===== config.mk =====
export PLATFORM = sky130hd
export DESIGN_NAME = perf_event_select_filter
export DESIGN_NICKNAME = d
export VERILOG_FILES = /design/src/logic/perf_evt_pkg.sv /design/src/logic/event_filter_stage.sv /design/src/logic/perf_event_select_filter.sv
export SDC_FILE = /design/constraint.sdc
export NUM_CORES = 1
export LEC_CHECK = 0
export BUFFER_PORTS_ARGS = -buffer_cell sky130_fd_sc_hd__buf_4
export CORE_MARGIN = 5
export CORE_UTILIZATION = 30
export DETAILED_ROUTE_END_ITERATION = 10
export PLACE_DENSITY_LB_ADDON = 0.05
export SYNTH_ARGS = -nofsm -noshare
export SYNTH_HDL_FRONTEND = slang
export SYNTH_SLANG_ARGS = --single-unit

===== constraint.sdc =====
create_clock -name CLK_SYS -period 9.56 [get_ports CLK_SYS]
set_input_delay 0.478 -clock CLK_SYS [delete_from_list [all_inputs] [get_ports CLK_SYS]]
set_output_delay 0.478 -clock CLK_SYS [all_outputs]
set_load 0.02 [all_outputs]

===== src/logic/perf_evt_pkg.sv =====
// shared constants for the core event qualification and counting block
package perf_evt_pkg;

    // configuration register field layout
    localparam int CFG_W      = 64;
    localparam int EVT_LO_LSB = 0;
    localparam int EVT_LO_W   = 8;
    localparam int UNIT_LSB   = 8;
    localparam int UNIT_W     = 8;
    localparam int APP_BIT    = 16;
    localparam int KERN_BIT   = 17;
    localparam int EDGE_BIT   = 18;
    localparam int INT_BIT    = 20;
    localparam int ON_BIT     = 22;
    localparam int FLIP_BIT   = 23;
    localparam int THR_LSB    = 24;
    localparam int THR_W      = 8;
    localparam int EVT_HI_LSB = 32;
    localparam int EVT_HI_W   = 4;
    localparam int GUEST_BIT  = 40;
    localparam int HOST_BIT   = 41;
    localparam int CODE_W     = EVT_HI_W + EVT_LO_W;

    // writable bits of the configuration register, the rest read zero
    localparam logic [63:0] CFG_WRITABLE = 64'h0000_030f_ffd7_ffff;
    localparam logic [63:0] CFG_RESET    = 64'h0000_0000_0000_0000;

    // register addresses
    localparam logic [31:0] CFG_BASE     = 32'h0000_0c00;
    localparam logic [31:0] CTR_BASE     = 32'h0000_0c10;
    localparam logic [31:0] HWCFG_ADDR   = 32'h0000_0c20;
    localparam logic [31:0] RETIRED_ADDR = 32'hc000_00e9;

    // hardware configuration bit that runs the retired counter
    localparam int RETIRED_EN_BIT = 30;

    // per-cycle count saturation and the privileged level
    localparam int          SAT_LIMIT   = 32;
    localparam logic [1:0]  PRIV_KERNEL = 2'h0;

    // answer kinds of the register port
    typedef enum logic [1:0] {
        ANS_NONE,
        ANS_DONE,
        ANS_FAULT
    } answer_type;

endpackage


===== src/logic/event_filter_stage.sv =====
// per-counter qualification filter producing a registered increment
module event_filter_stage
    import perf_evt_pkg::*;
#(
    parameter int CNT_W   = 6,
    parameter int MAX_THR = 31
) (
    // clock and reset
    input  wire logic             clk,
    input  wire logic             rst,
    // configuration and core state
    input  wire logic [CFG_W-1:0] cfg,
    input  wire logic [1:0]       cur_priv,
    input  wire logic             in_guest,
    input  wire logic             virt_on,
    input  wire logic             supported,
    // event source and result
    input  wire logic [CNT_W-1:0] evt_count,
    output logic      [CNT_W-1:0] incr
);

    // elaboration check of the parameters
    if (CNT_W < 6 || CNT_W > 8 || MAX_THR < 1 || MAX_THR > 255) begin : g_chk
        $error("event_filter_stage: unsupported parameter values");
    end

    localparam logic [CNT_W-1:0] SAT_VAL = CNT_W'(SAT_LIMIT);

    logic [THR_W-1:0] thr;
    logic             thr_zero;
    logic             priv_ok;
    logic             dom_ok;
    logic             qualify;
    logic             cmp;
    logic             cond;
    logic             qcond;
    logic             prev;
    logic [CNT_W-1:0] raw;
    logic [CNT_W-1:0] next_incr;

    // field decode and qualification
    assign thr      = cfg[THR_LSB +: THR_W];
    assign thr_zero = (thr == 8'h00);
    assign priv_ok  = (cur_priv == PRIV_KERNEL) ? cfg[KERN_BIT]
                                                : cfg[APP_BIT];
    assign dom_ok   = (!cfg[GUEST_BIT] && !cfg[HOST_BIT]) ||
                      !virt_on ||
                      (in_guest ? cfg[GUEST_BIT] : cfg[HOST_BIT]);
    assign qualify  = cfg[ON_BIT] && priv_ok && dom_ok && supported;

    // threshold compare and per-cycle value
    assign cmp   = (8'(evt_count) >= thr);
    assign cond  = thr_zero ? (evt_count != '0)
                            : (cmp ^ cfg[FLIP_BIT]);
    assign qcond = qualify && cond;
    assign raw   = thr_zero ? ((evt_count >= SAT_VAL) ? SAT_VAL
                                                      : evt_count)
                            : CNT_W'(cond);

    // choose between edge counting and level counting
    always_comb begin
        next_incr = '0;
        if (cfg[EDGE_BIT]) begin
            next_incr = CNT_W'(qcond && !prev);
        end else if (qualify) begin
            next_incr = raw;
        end
    end

    // previous qualified condition for edge detection
    always_ff @(posedge clk) begin
        if (rst) begin
            prev <= 1'b0;
        end else begin
            prev <= qcond;
        end
    end

    // registered increment ahead of the counter update
    always_ff @(posedge clk) begin
        if (rst) begin
            incr <= '0;
        end else begin
            incr <= next_incr;
        end
    end

    chk_sat_limit: assert property (@(posedge clk) disable iff (rst)
        incr <= SAT_VAL)
        else $error("increment above saturation limit");

    chk_gate_blocks: assert property (@(posedge clk) disable iff (rst)
        !qualify |=> incr == '0)
        else $error("increment without qualification");

    chk_edge_once: assert property (@(posedge clk) disable iff (rst)
        (cfg[EDGE_BIT] && qcond) ##1 (cfg[EDGE_BIT] && qcond)
        |=> incr == '0)
        else $error("edge mode counted a held condition");

    chk_thr_step: assert property (@(posedge clk) disable iff (rst)
        (qualify && !thr_zero && !cfg[EDGE_BIT])
        |=> incr == CNT_W'($past(cmp) ^ $past(cfg[FLIP_BIT])))
        else $error("threshold increment wrong");

endmodule


===== src/logic/perf_event_select_filter.sv =====
// core performance counters with event qualification and config registers
//
// How it works
// - each counter owns one 64-bit configuration register
// - event code is upper four bits above lower eight, twelve total
// - both domain bits clear: count in guest and host alike
// - with virtualization on, domain bits restrict counting to guest/host
// - zero threshold adds per-cycle event count, saturating at 32
// - nonzero threshold, no flip: add one when count reaches threshold
// - nonzero threshold, flip set: add one when count below threshold
// - largest threshold is a parameter; larger writes clamp to it
// - counting-on bit enables the pair; clear holds counter value
// - overflow raises interrupt only when interrupt enable is set
// - edge mode counts only rising transitions of the condition
// - kernel and application bits gate counting by privilege level
// - unit qualifier goes to event sources to pick subevents
// - one event code may be restricted to some counters
// - config access only at level zero, else fault, no change
// - dedicated retired counter, enabled by bit 30, capability reported
// - counter width is a parameter up to 64, software writable
// - config write takes effect on completion of that write
module perf_event_select_filter
    import perf_evt_pkg::*;
#(
    parameter int          NUM_CTR      = 4,
    parameter int          CTR_W        = 48,
    parameter int          CNT_W        = 6,
    parameter int          RET_W        = 3,
    parameter int          MAX_THR      = 31,
    parameter logic [11:0] LIMITED_CODE = 12'hfff,
    parameter logic [15:0] LIMITED_SET  = 16'h0001
) (
    // clock and reset
    input  wire logic                      CLK_SYS,
    input  wire logic                      RST,
    // register access port
    input  wire logic [31:0]               MSR_ADDR,
    input  wire logic                      MSR_RD,
    input  wire logic                      MSR_WR,
    input  wire logic [63:0]               MSR_WDATA,
    output logic      [63:0]               MSR_RDATA,
    output logic                           MSR_ACK,
    output logic                           MSR_GP_FAULT,
    // core state
    input  wire logic [1:0]                CUR_PRIV_LEVEL,
    input  wire logic                      IN_GUEST,
    input  wire logic                      VIRTUALIZATION_ON,
    // event sources
    input  wire logic [NUM_CTR*CNT_W-1:0]  EVENT_COUNT,
    input  wire logic [RET_W-1:0]          INSTR_RETIRED,
    output logic      [NUM_CTR*CODE_W-1:0] EVENT_CODE,
    output logic      [NUM_CTR*UNIT_W-1:0] UNIT_QUAL,
    // overflow and capability
    output logic      [NUM_CTR-1:0]        OVF_IRQ,
    output logic      [NUM_CTR-1:0]        OVF_PULSE,
    output logic                           RETIRED_CAP
);

    // elaboration check of the parameters
    if (NUM_CTR < 1 || NUM_CTR > 16 || CTR_W < 1 || CTR_W > 64 ||
        RET_W < 1 || RET_W > 8) begin : g_chk
        $error("perf_event_select_filter: unsupported parameter values");
    end

    localparam int IDX_W = (NUM_CTR > 1) ? $clog2(NUM_CTR) : 1;
    localparam logic [THR_W-1:0] THR_MAX = THR_W'(MAX_THR);

    // address window hit
    function automatic logic in_window(input logic [31:0] addr,
                                       input logic [31:0] base);
        logic [31:0] off;
        off = addr - base;
        return off < 32'(NUM_CTR);
    endfunction

    // index inside an address window
    function automatic logic [IDX_W-1:0] win_index(input logic [31:0] addr,
                                                   input logic [31:0] base);
        logic [31:0] off;
        off = addr - base;
        return off[IDX_W-1:0];
    endfunction

    // event code support per counter
    function automatic logic code_supported(input int idx,
                                            input logic [CODE_W-1:0] code);
        return (code != LIMITED_CODE) || LIMITED_SET[idx];
    endfunction

    logic [CFG_W-1:0] cfg [NUM_CTR];
    logic [CTR_W-1:0] tally [NUM_CTR];
    logic [CNT_W-1:0] incr [NUM_CTR];
    logic [63:0]      retired_count;
    logic             retired_on;
    logic             hit_cfg;
    logic             hit_ctr;
    logic             hit_ret;
    logic             hit_hw;
    logic             req;
    logic             priv_ok;
    logic             legal;
    logic             wr_ok;
    logic [IDX_W-1:0] idx_cfg;
    logic [IDX_W-1:0] idx_ctr;
    logic [63:0]      wr_cfg;
    logic [63:0]      next_rdata;
    answer_type       next_answer;

    // request decode and privilege check
    assign hit_cfg = in_window(MSR_ADDR, CFG_BASE);
    assign hit_ctr = in_window(MSR_ADDR, CTR_BASE);
    assign hit_ret = (MSR_ADDR == RETIRED_ADDR);
    assign hit_hw  = (MSR_ADDR == HWCFG_ADDR);
    assign idx_cfg = win_index(MSR_ADDR, CFG_BASE);
    assign idx_ctr = win_index(MSR_ADDR, CTR_BASE);
    assign req     = MSR_RD || MSR_WR;
    assign priv_ok = (CUR_PRIV_LEVEL == PRIV_KERNEL);
    assign legal   = req && priv_ok &&
                     (hit_cfg || hit_ctr || hit_ret || hit_hw);
    assign wr_ok   = legal && MSR_WR;

    // write value with reserved bits cleared and threshold clamped
    always_comb begin
        wr_cfg = MSR_WDATA & CFG_WRITABLE;
        if (wr_cfg[THR_LSB +: THR_W] > THR_MAX) begin
            wr_cfg[THR_LSB +: THR_W] = THR_MAX;
        end
    end

    // answer kind for the current request
    always_comb begin
        next_answer = ANS_NONE;
        if (legal) begin
            next_answer = ANS_DONE;
        end else if (req) begin
            next_answer = ANS_FAULT;
        end
    end

    // read data selection
    always_comb begin
        next_rdata = 64'h0000_0000_0000_0000;
        if (legal && !MSR_WR) begin
            if (hit_cfg) begin
                next_rdata = cfg[idx_cfg];
            end else if (hit_ctr) begin
                next_rdata = 64'(tally[idx_ctr]);
            end else if (hit_ret) begin
                next_rdata = retired_count;
            end else if (hit_hw) begin
                next_rdata[RETIRED_EN_BIT] = retired_on;
            end
        end
    end

    // registered answer of the register port
    always_ff @(posedge CLK_SYS) begin
        if (RST) begin
            MSR_RDATA    <= 64'h0000_0000_0000_0000;
            MSR_ACK      <= 1'b0;
            MSR_GP_FAULT <= 1'b0;
        end else begin
            MSR_RDATA    <= next_rdata;
            MSR_ACK      <= (next_answer == ANS_DONE);
            MSR_GP_FAULT <= (next_answer == ANS_FAULT);
        end
    end

    // per-counter configuration, filter and counter
    for (genvar i = 0; i < NUM_CTR; i++) begin : g_ctr
        logic [CTR_W:0]    sum;
        logic [CODE_W-1:0] code;

        assign code = {cfg[i][EVT_HI_LSB +: EVT_HI_W],
                       cfg[i][EVT_LO_LSB +: EVT_LO_W]};
        assign sum  = {1'b0, tally[i]} + (CTR_W+1)'(incr[i]);
        assign EVENT_CODE[i*CODE_W +: CODE_W] = code;
        assign UNIT_QUAL[i*UNIT_W +: UNIT_W]  =
            cfg[i][UNIT_LSB +: UNIT_W];

        // configuration register of this counter
        always_ff @(posedge CLK_SYS) begin
            if (RST) begin
                cfg[i] <= CFG_RESET;
            end else if (wr_ok && hit_cfg && idx_cfg == IDX_W'(i)) begin
                cfg[i] <= wr_cfg;
            end
        end

        event_filter_stage #(
            .CNT_W   (CNT_W),
            .MAX_THR (MAX_THR)
        ) u_filter (
            .clk       (CLK_SYS),
            .rst       (RST),
            .cfg       (cfg[i]),
            .cur_priv  (CUR_PRIV_LEVEL),
            .in_guest  (IN_GUEST),
            .virt_on   (VIRTUALIZATION_ON),
            .supported (code_supported(i, code)),
            .evt_count (EVENT_COUNT[i*CNT_W +: CNT_W]),
            .incr      (incr[i])
        );

        // counter with software load, wrap and overflow indication
        always_ff @(posedge CLK_SYS) begin
            if (RST) begin
                tally[i]     <= '0;
                OVF_PULSE[i] <= 1'b0;
                OVF_IRQ[i]   <= 1'b0;
            end else if (wr_ok && hit_ctr && idx_ctr == IDX_W'(i)) begin
                tally[i]     <= MSR_WDATA[CTR_W-1:0];
                OVF_PULSE[i] <= 1'b0;
                OVF_IRQ[i]   <= 1'b0;
            end else begin
                tally[i]     <= sum[CTR_W-1:0];
                OVF_PULSE[i] <= sum[CTR_W];
                OVF_IRQ[i]   <= sum[CTR_W] && cfg[i][INT_BIT];
            end
        end

        chk_ctr_hold: assert property (@(posedge CLK_SYS) disable iff (RST)
            (!cfg[i][ON_BIT] && !(wr_ok && hit_ctr)) ##1
            !(wr_ok && hit_ctr) |=> $stable(tally[i]))
            else $error("disabled counter changed");

        chk_irq_gate: assert property (@(posedge CLK_SYS) disable iff (RST)
            OVF_IRQ[i] |-> OVF_PULSE[i] && $past(cfg[i][INT_BIT]))
            else $error("interrupt without enable or overflow");

        chk_wrap_zero: assert property (@(posedge CLK_SYS) disable iff (RST)
            OVF_PULSE[i] |-> tally[i] < CTR_W'($past(incr[i])))
            else $error("overflow pulse without wrap");
    end

    // hardware configuration bit for the retired counter
    always_ff @(posedge CLK_SYS) begin
        if (RST) begin
            retired_on <= 1'b0;
        end else if (wr_ok && hit_hw) begin
            retired_on <= MSR_WDATA[RETIRED_EN_BIT];
        end
    end

    // dedicated retired instruction counter
    always_ff @(posedge CLK_SYS) begin
        if (RST) begin
            retired_count <= 64'h0000_0000_0000_0000;
        end else if (wr_ok && hit_ret) begin
            retired_count <= MSR_WDATA;
        end else if (retired_on) begin
            retired_count <= retired_count + 64'(INSTR_RETIRED);
        end
    end

    // capability flag for the retired counter
    always_ff @(posedge CLK_SYS) begin
        if (RST) begin
            RETIRED_CAP <= 1'b0;
        end else begin
            RETIRED_CAP <= 1'b1;
        end
    end

    chk_fault_answer: assert property (@(posedge CLK_SYS) disable iff (RST)
        req && !priv_ok |=> MSR_GP_FAULT && !MSR_ACK &&
        MSR_RDATA == 64'h0000_0000_0000_0000)
        else $error("unprivileged access not faulted");

    chk_fault_keeps: assert property (@(posedge CLK_SYS) disable iff (RST)
        MSR_WR && !priv_ok && hit_cfg |=> $stable(cfg[0]))
        else $error("faulted write changed configuration");

    chk_legal_ack: assert property (@(posedge CLK_SYS) disable iff (RST)
        legal |=> MSR_ACK && !MSR_GP_FAULT)
        else $error("legal access not acknowledged");

    chk_idle_quiet: assert property (@(posedge CLK_SYS) disable iff (RST)
        !req |=> !MSR_ACK && !MSR_GP_FAULT &&
        MSR_RDATA == 64'h0000_0000_0000_0000)
        else $error("answer without a request");

    chk_ret_count: assert property (@(posedge CLK_SYS) disable iff (RST)
        retired_on && !(wr_ok && hit_ret) |=>
        retired_count == $past(retired_count) +
                         64'($past(INSTR_RETIRED)))
        else $error("retired counter did not advance");

endmodule


==> metrics.md <==
| Metric | Value |
|---|---|
| Synth Warn # | 0 |
| Postcts setup bufs | 0 |
| Synth Flop Type | edfxtp_1 |
| Asr flop ratio synth | 0 |
| Mean area per synthesized cell | 10.5 sq um |
| Die width | 321 um |
| Pwr Density | 162 nW/um^2 |
| DIE HEIGHT | 321 um |
| Grt ovf | 0 |
| Hold crit path type | in -> reg |
| Via-per-instance ratio | 5.35 |
| I/O pin cnt | 286 |
| Nets | about 3,300 |
| Most frequent cell after synthesis | edfxtp_1 |
| Tmin final | around 3900 ps |
| Share of cells above drive strength 1 | 0.178 |
| Outcome | completed |
| Synth unique cells | 71 |
| Setup ws final | 5650 ps |
| GPL Wtd Cong | 0.887 |
| CTS max path bufs | 3 |
| Clk_skew | 26.0 ps |
| Synthesized flop and latch total | approximately 500 |
| Setup Crit Path Kind | in -> reg |
| Vias | 23,837 |
| Skew-Pair Late Insertion Delay | roughly 630 ps |
| CP arrival | 4160 ps |
| Core Area | about 96,000 sq um |
| Leak Pwr | 13.0 nW |
| Finished Cell Area | 34,800 sq um |
| Leading area contributor after synthesis | edfxtp_1 |
| Max frequency | 256 MHz |
| Row count | 114 |
| H-Tree Depth | 3 |
| Worst rel slew slack | 0.206 |
| Setup WS pre-CTS | 4940 ps |
| DRC viols | 0 |
| Antenna violations before repair | 4 |
| Clk Tree Root Cell | clkbuf_16 |
| CTS tree | built |
| RSZ-0062 raised after global routing | no |
| Hold-fix buffers at CTS | 0 |
| Startpoint types | input pin |
| Final setup viols | 0 |
| Tcrit/Tclk final | 0.409 |
| Clk slew on worst S/H paths | 70 ps |
| Synthesized instance count | between 2,000 and 3,000 |
| Seq/Total Area, Yosys | 0.465 |
| Area share of the largest cell type after synthesis | 0.349 |
| Area Growth Syn to Fin | 20.4% |
| Post-synth top cells | 336 x edfxtp_1, 318 x nor2_1, 168 x dfxtp_1 |
| Synth top area cells | edfxtp_1 35%, dfxtp_1 12%, mux4_2 6.5%, xnor2_1 4.3%, nor2_1 4.1% |
| Final hold vios | 0 |
| Num Clock Sinks | 504 |
| Port Buf Inserts | 285 |
| Setup TNS Final | 0 ps |
| First-pass detailed-route iteration total | 6 |
| Wire per inst | 27.5 um |
| Vias in the first global route | 23,668 |
| Required @ worst endpoint | 9810 ps |
| Hold path depth | 2 |
| Critical path endpoint category | flip-flop |
| First-pass GRT wire length | 174 mm |
| Worst slew pin tran | 1180 ps |
| Final ANT Viol Nets | 0 |
| R2R cell count | 10 |
| Largest net degree at the start of global routing | 87 |
| DIE AREA | 103,000 sq um |
| Post-synth EDFFs | approximately 340 |
| WHS | 80.1 ps |
| Routed WL | ~120 mm |
| Fin. max-slew vios | 0 |
| Total track usage | 0.230 |
| Synth Cell Area | 28,900 sq um |
| Post-layout util | 0.362 |
| CP Max Fanout | 37 |
| Peak VDD IR | 0.107 mV |
| DRT iter0 DRCs | 2,010 |
| Placed Area | 32,600 sq um |
| Number of max-cap violations | 0 |
| Initial Util | 0.301 |
| Dpl hpwl | just over 90 mm |
| Post-CTS Resized | 0 |
| Total CTS buffers | 66 |
## metal layers
| layer | GRT usage | share of wire |
|---|---|---|
| met2 | 0.385 | 0.47 |
| met4 | 0.0629 | 0.030 |
| met1 | 0.314 | 0.44 |
| met3 | 0.0327 | 0.058 |
| met5 | 0 | 0 |
## registers in the layout (all words and copies together) (netlist names)
name,cells
MSR_GP_FAULT,1
RETIRED_CAP,1
MSR_ACK,1
tally,192
g_ctr.u_filter.prev,4
OVF_PULSE,4
cfg,144
OVF_IRQ,4
retired_count,64
MSR_RDATA,64
g_ctr.u_filter.incr,24
retired_on,1
## layout by cell type (no fill, tap or decap), drive strengths merged, types with 77 or more instances in the layout
| master | netlist | layout |
|---|---|---|
| nor3 | 84 | 84 |
| nor2 | 318 | 318 |
| mux4 | 84 | 84 |
| xor2 | 95 | 95 |
| a211oi | 78 | 78 |
| nand4 | 78 | 78 |
| xnor2 | 141 | 141 |
| conb | 2 | 204 |
| buf | 138 | 322 |
| inv | 105 | 108 |
| and2 | 77 | 77 |
| dfxtp | 168 | 168 |
| clkbuf | 96 | 93 |
| a21oi | 90 | 90 |
| nand2 | 125 | 125 |
| nand3 | 101 | 101 |
| edfxtp | 336 | 336 |
## layout make-up
type / instances / area (sq um)
antenna: 1 / 2.50
clock buffer: 93 / 1970
clock inverter: 29 / 305
fill: 9725 / 61400
inverter: 105 / 394
multi-input combinational: 2122 / 14700
sequential: 504 / 13500
tap: 1276 / 1600
timing repair buffer: 322 / 2420
## where the power goes
group          internal (W)  total (W)  switching [W]
sequential          0.00242    0.00252       0.000105
clock               0.00154    0.00261        0.00107
combinational      0.000201   0.000505       0.000304
## path summary, 6_finish.rpt
path	start	to	slack [ps]
worst max-delay path	MSR_ADDR[23]	cfg[1][18]$_SDFFCE_PN0P_	5650
worst min-delay path	EVENT_COUNT[8]	g_ctr[1].u_filter.incr[2]$_SDFF_PP0_	80
worst max register to register	retired_count[0]$_SDFFE_PP0P_	retired_count[56]$_SDFFE_PP0P_	5860
worst min register to register	retired_count[56]$_SDFFE_PP0P_	MSR_RDATA[56]$_SDFF_PP0_	490
## cell families after synthesis
kind of cell	Yosys count	synth area share
buffers and inverters	339	0.0575
AND/OR/NAND/NOR	1009	0.179
multiplexers	91	0.0680
adder cells (fa/ha/maj)	56	0.0255
flip-flops	504	0.465
AO/OA/AOI/OAI	526	0.133
XOR/XNOR	236	0.0714
other	2	0.000260
## worst max-delay path, stage by stage
cell and delay, ps:
buf_4 130, nor4_2 490, nand4_1 160, nor4_1 310
and4_2 1030, buf_4 470, nand2_1 290, o21ai_4 210
buf_4 510
## metrics by stage
step	power (W)	instances
after floorplan	0.00282	2965
after CTS	0.00571	4451
final	0.00564	4452
after global placement	0.00307	4329
after global routing	0.00583	4451
after detailed placement	0.00307	4329
Note: power is estimated with default switching activity, not from simulation.
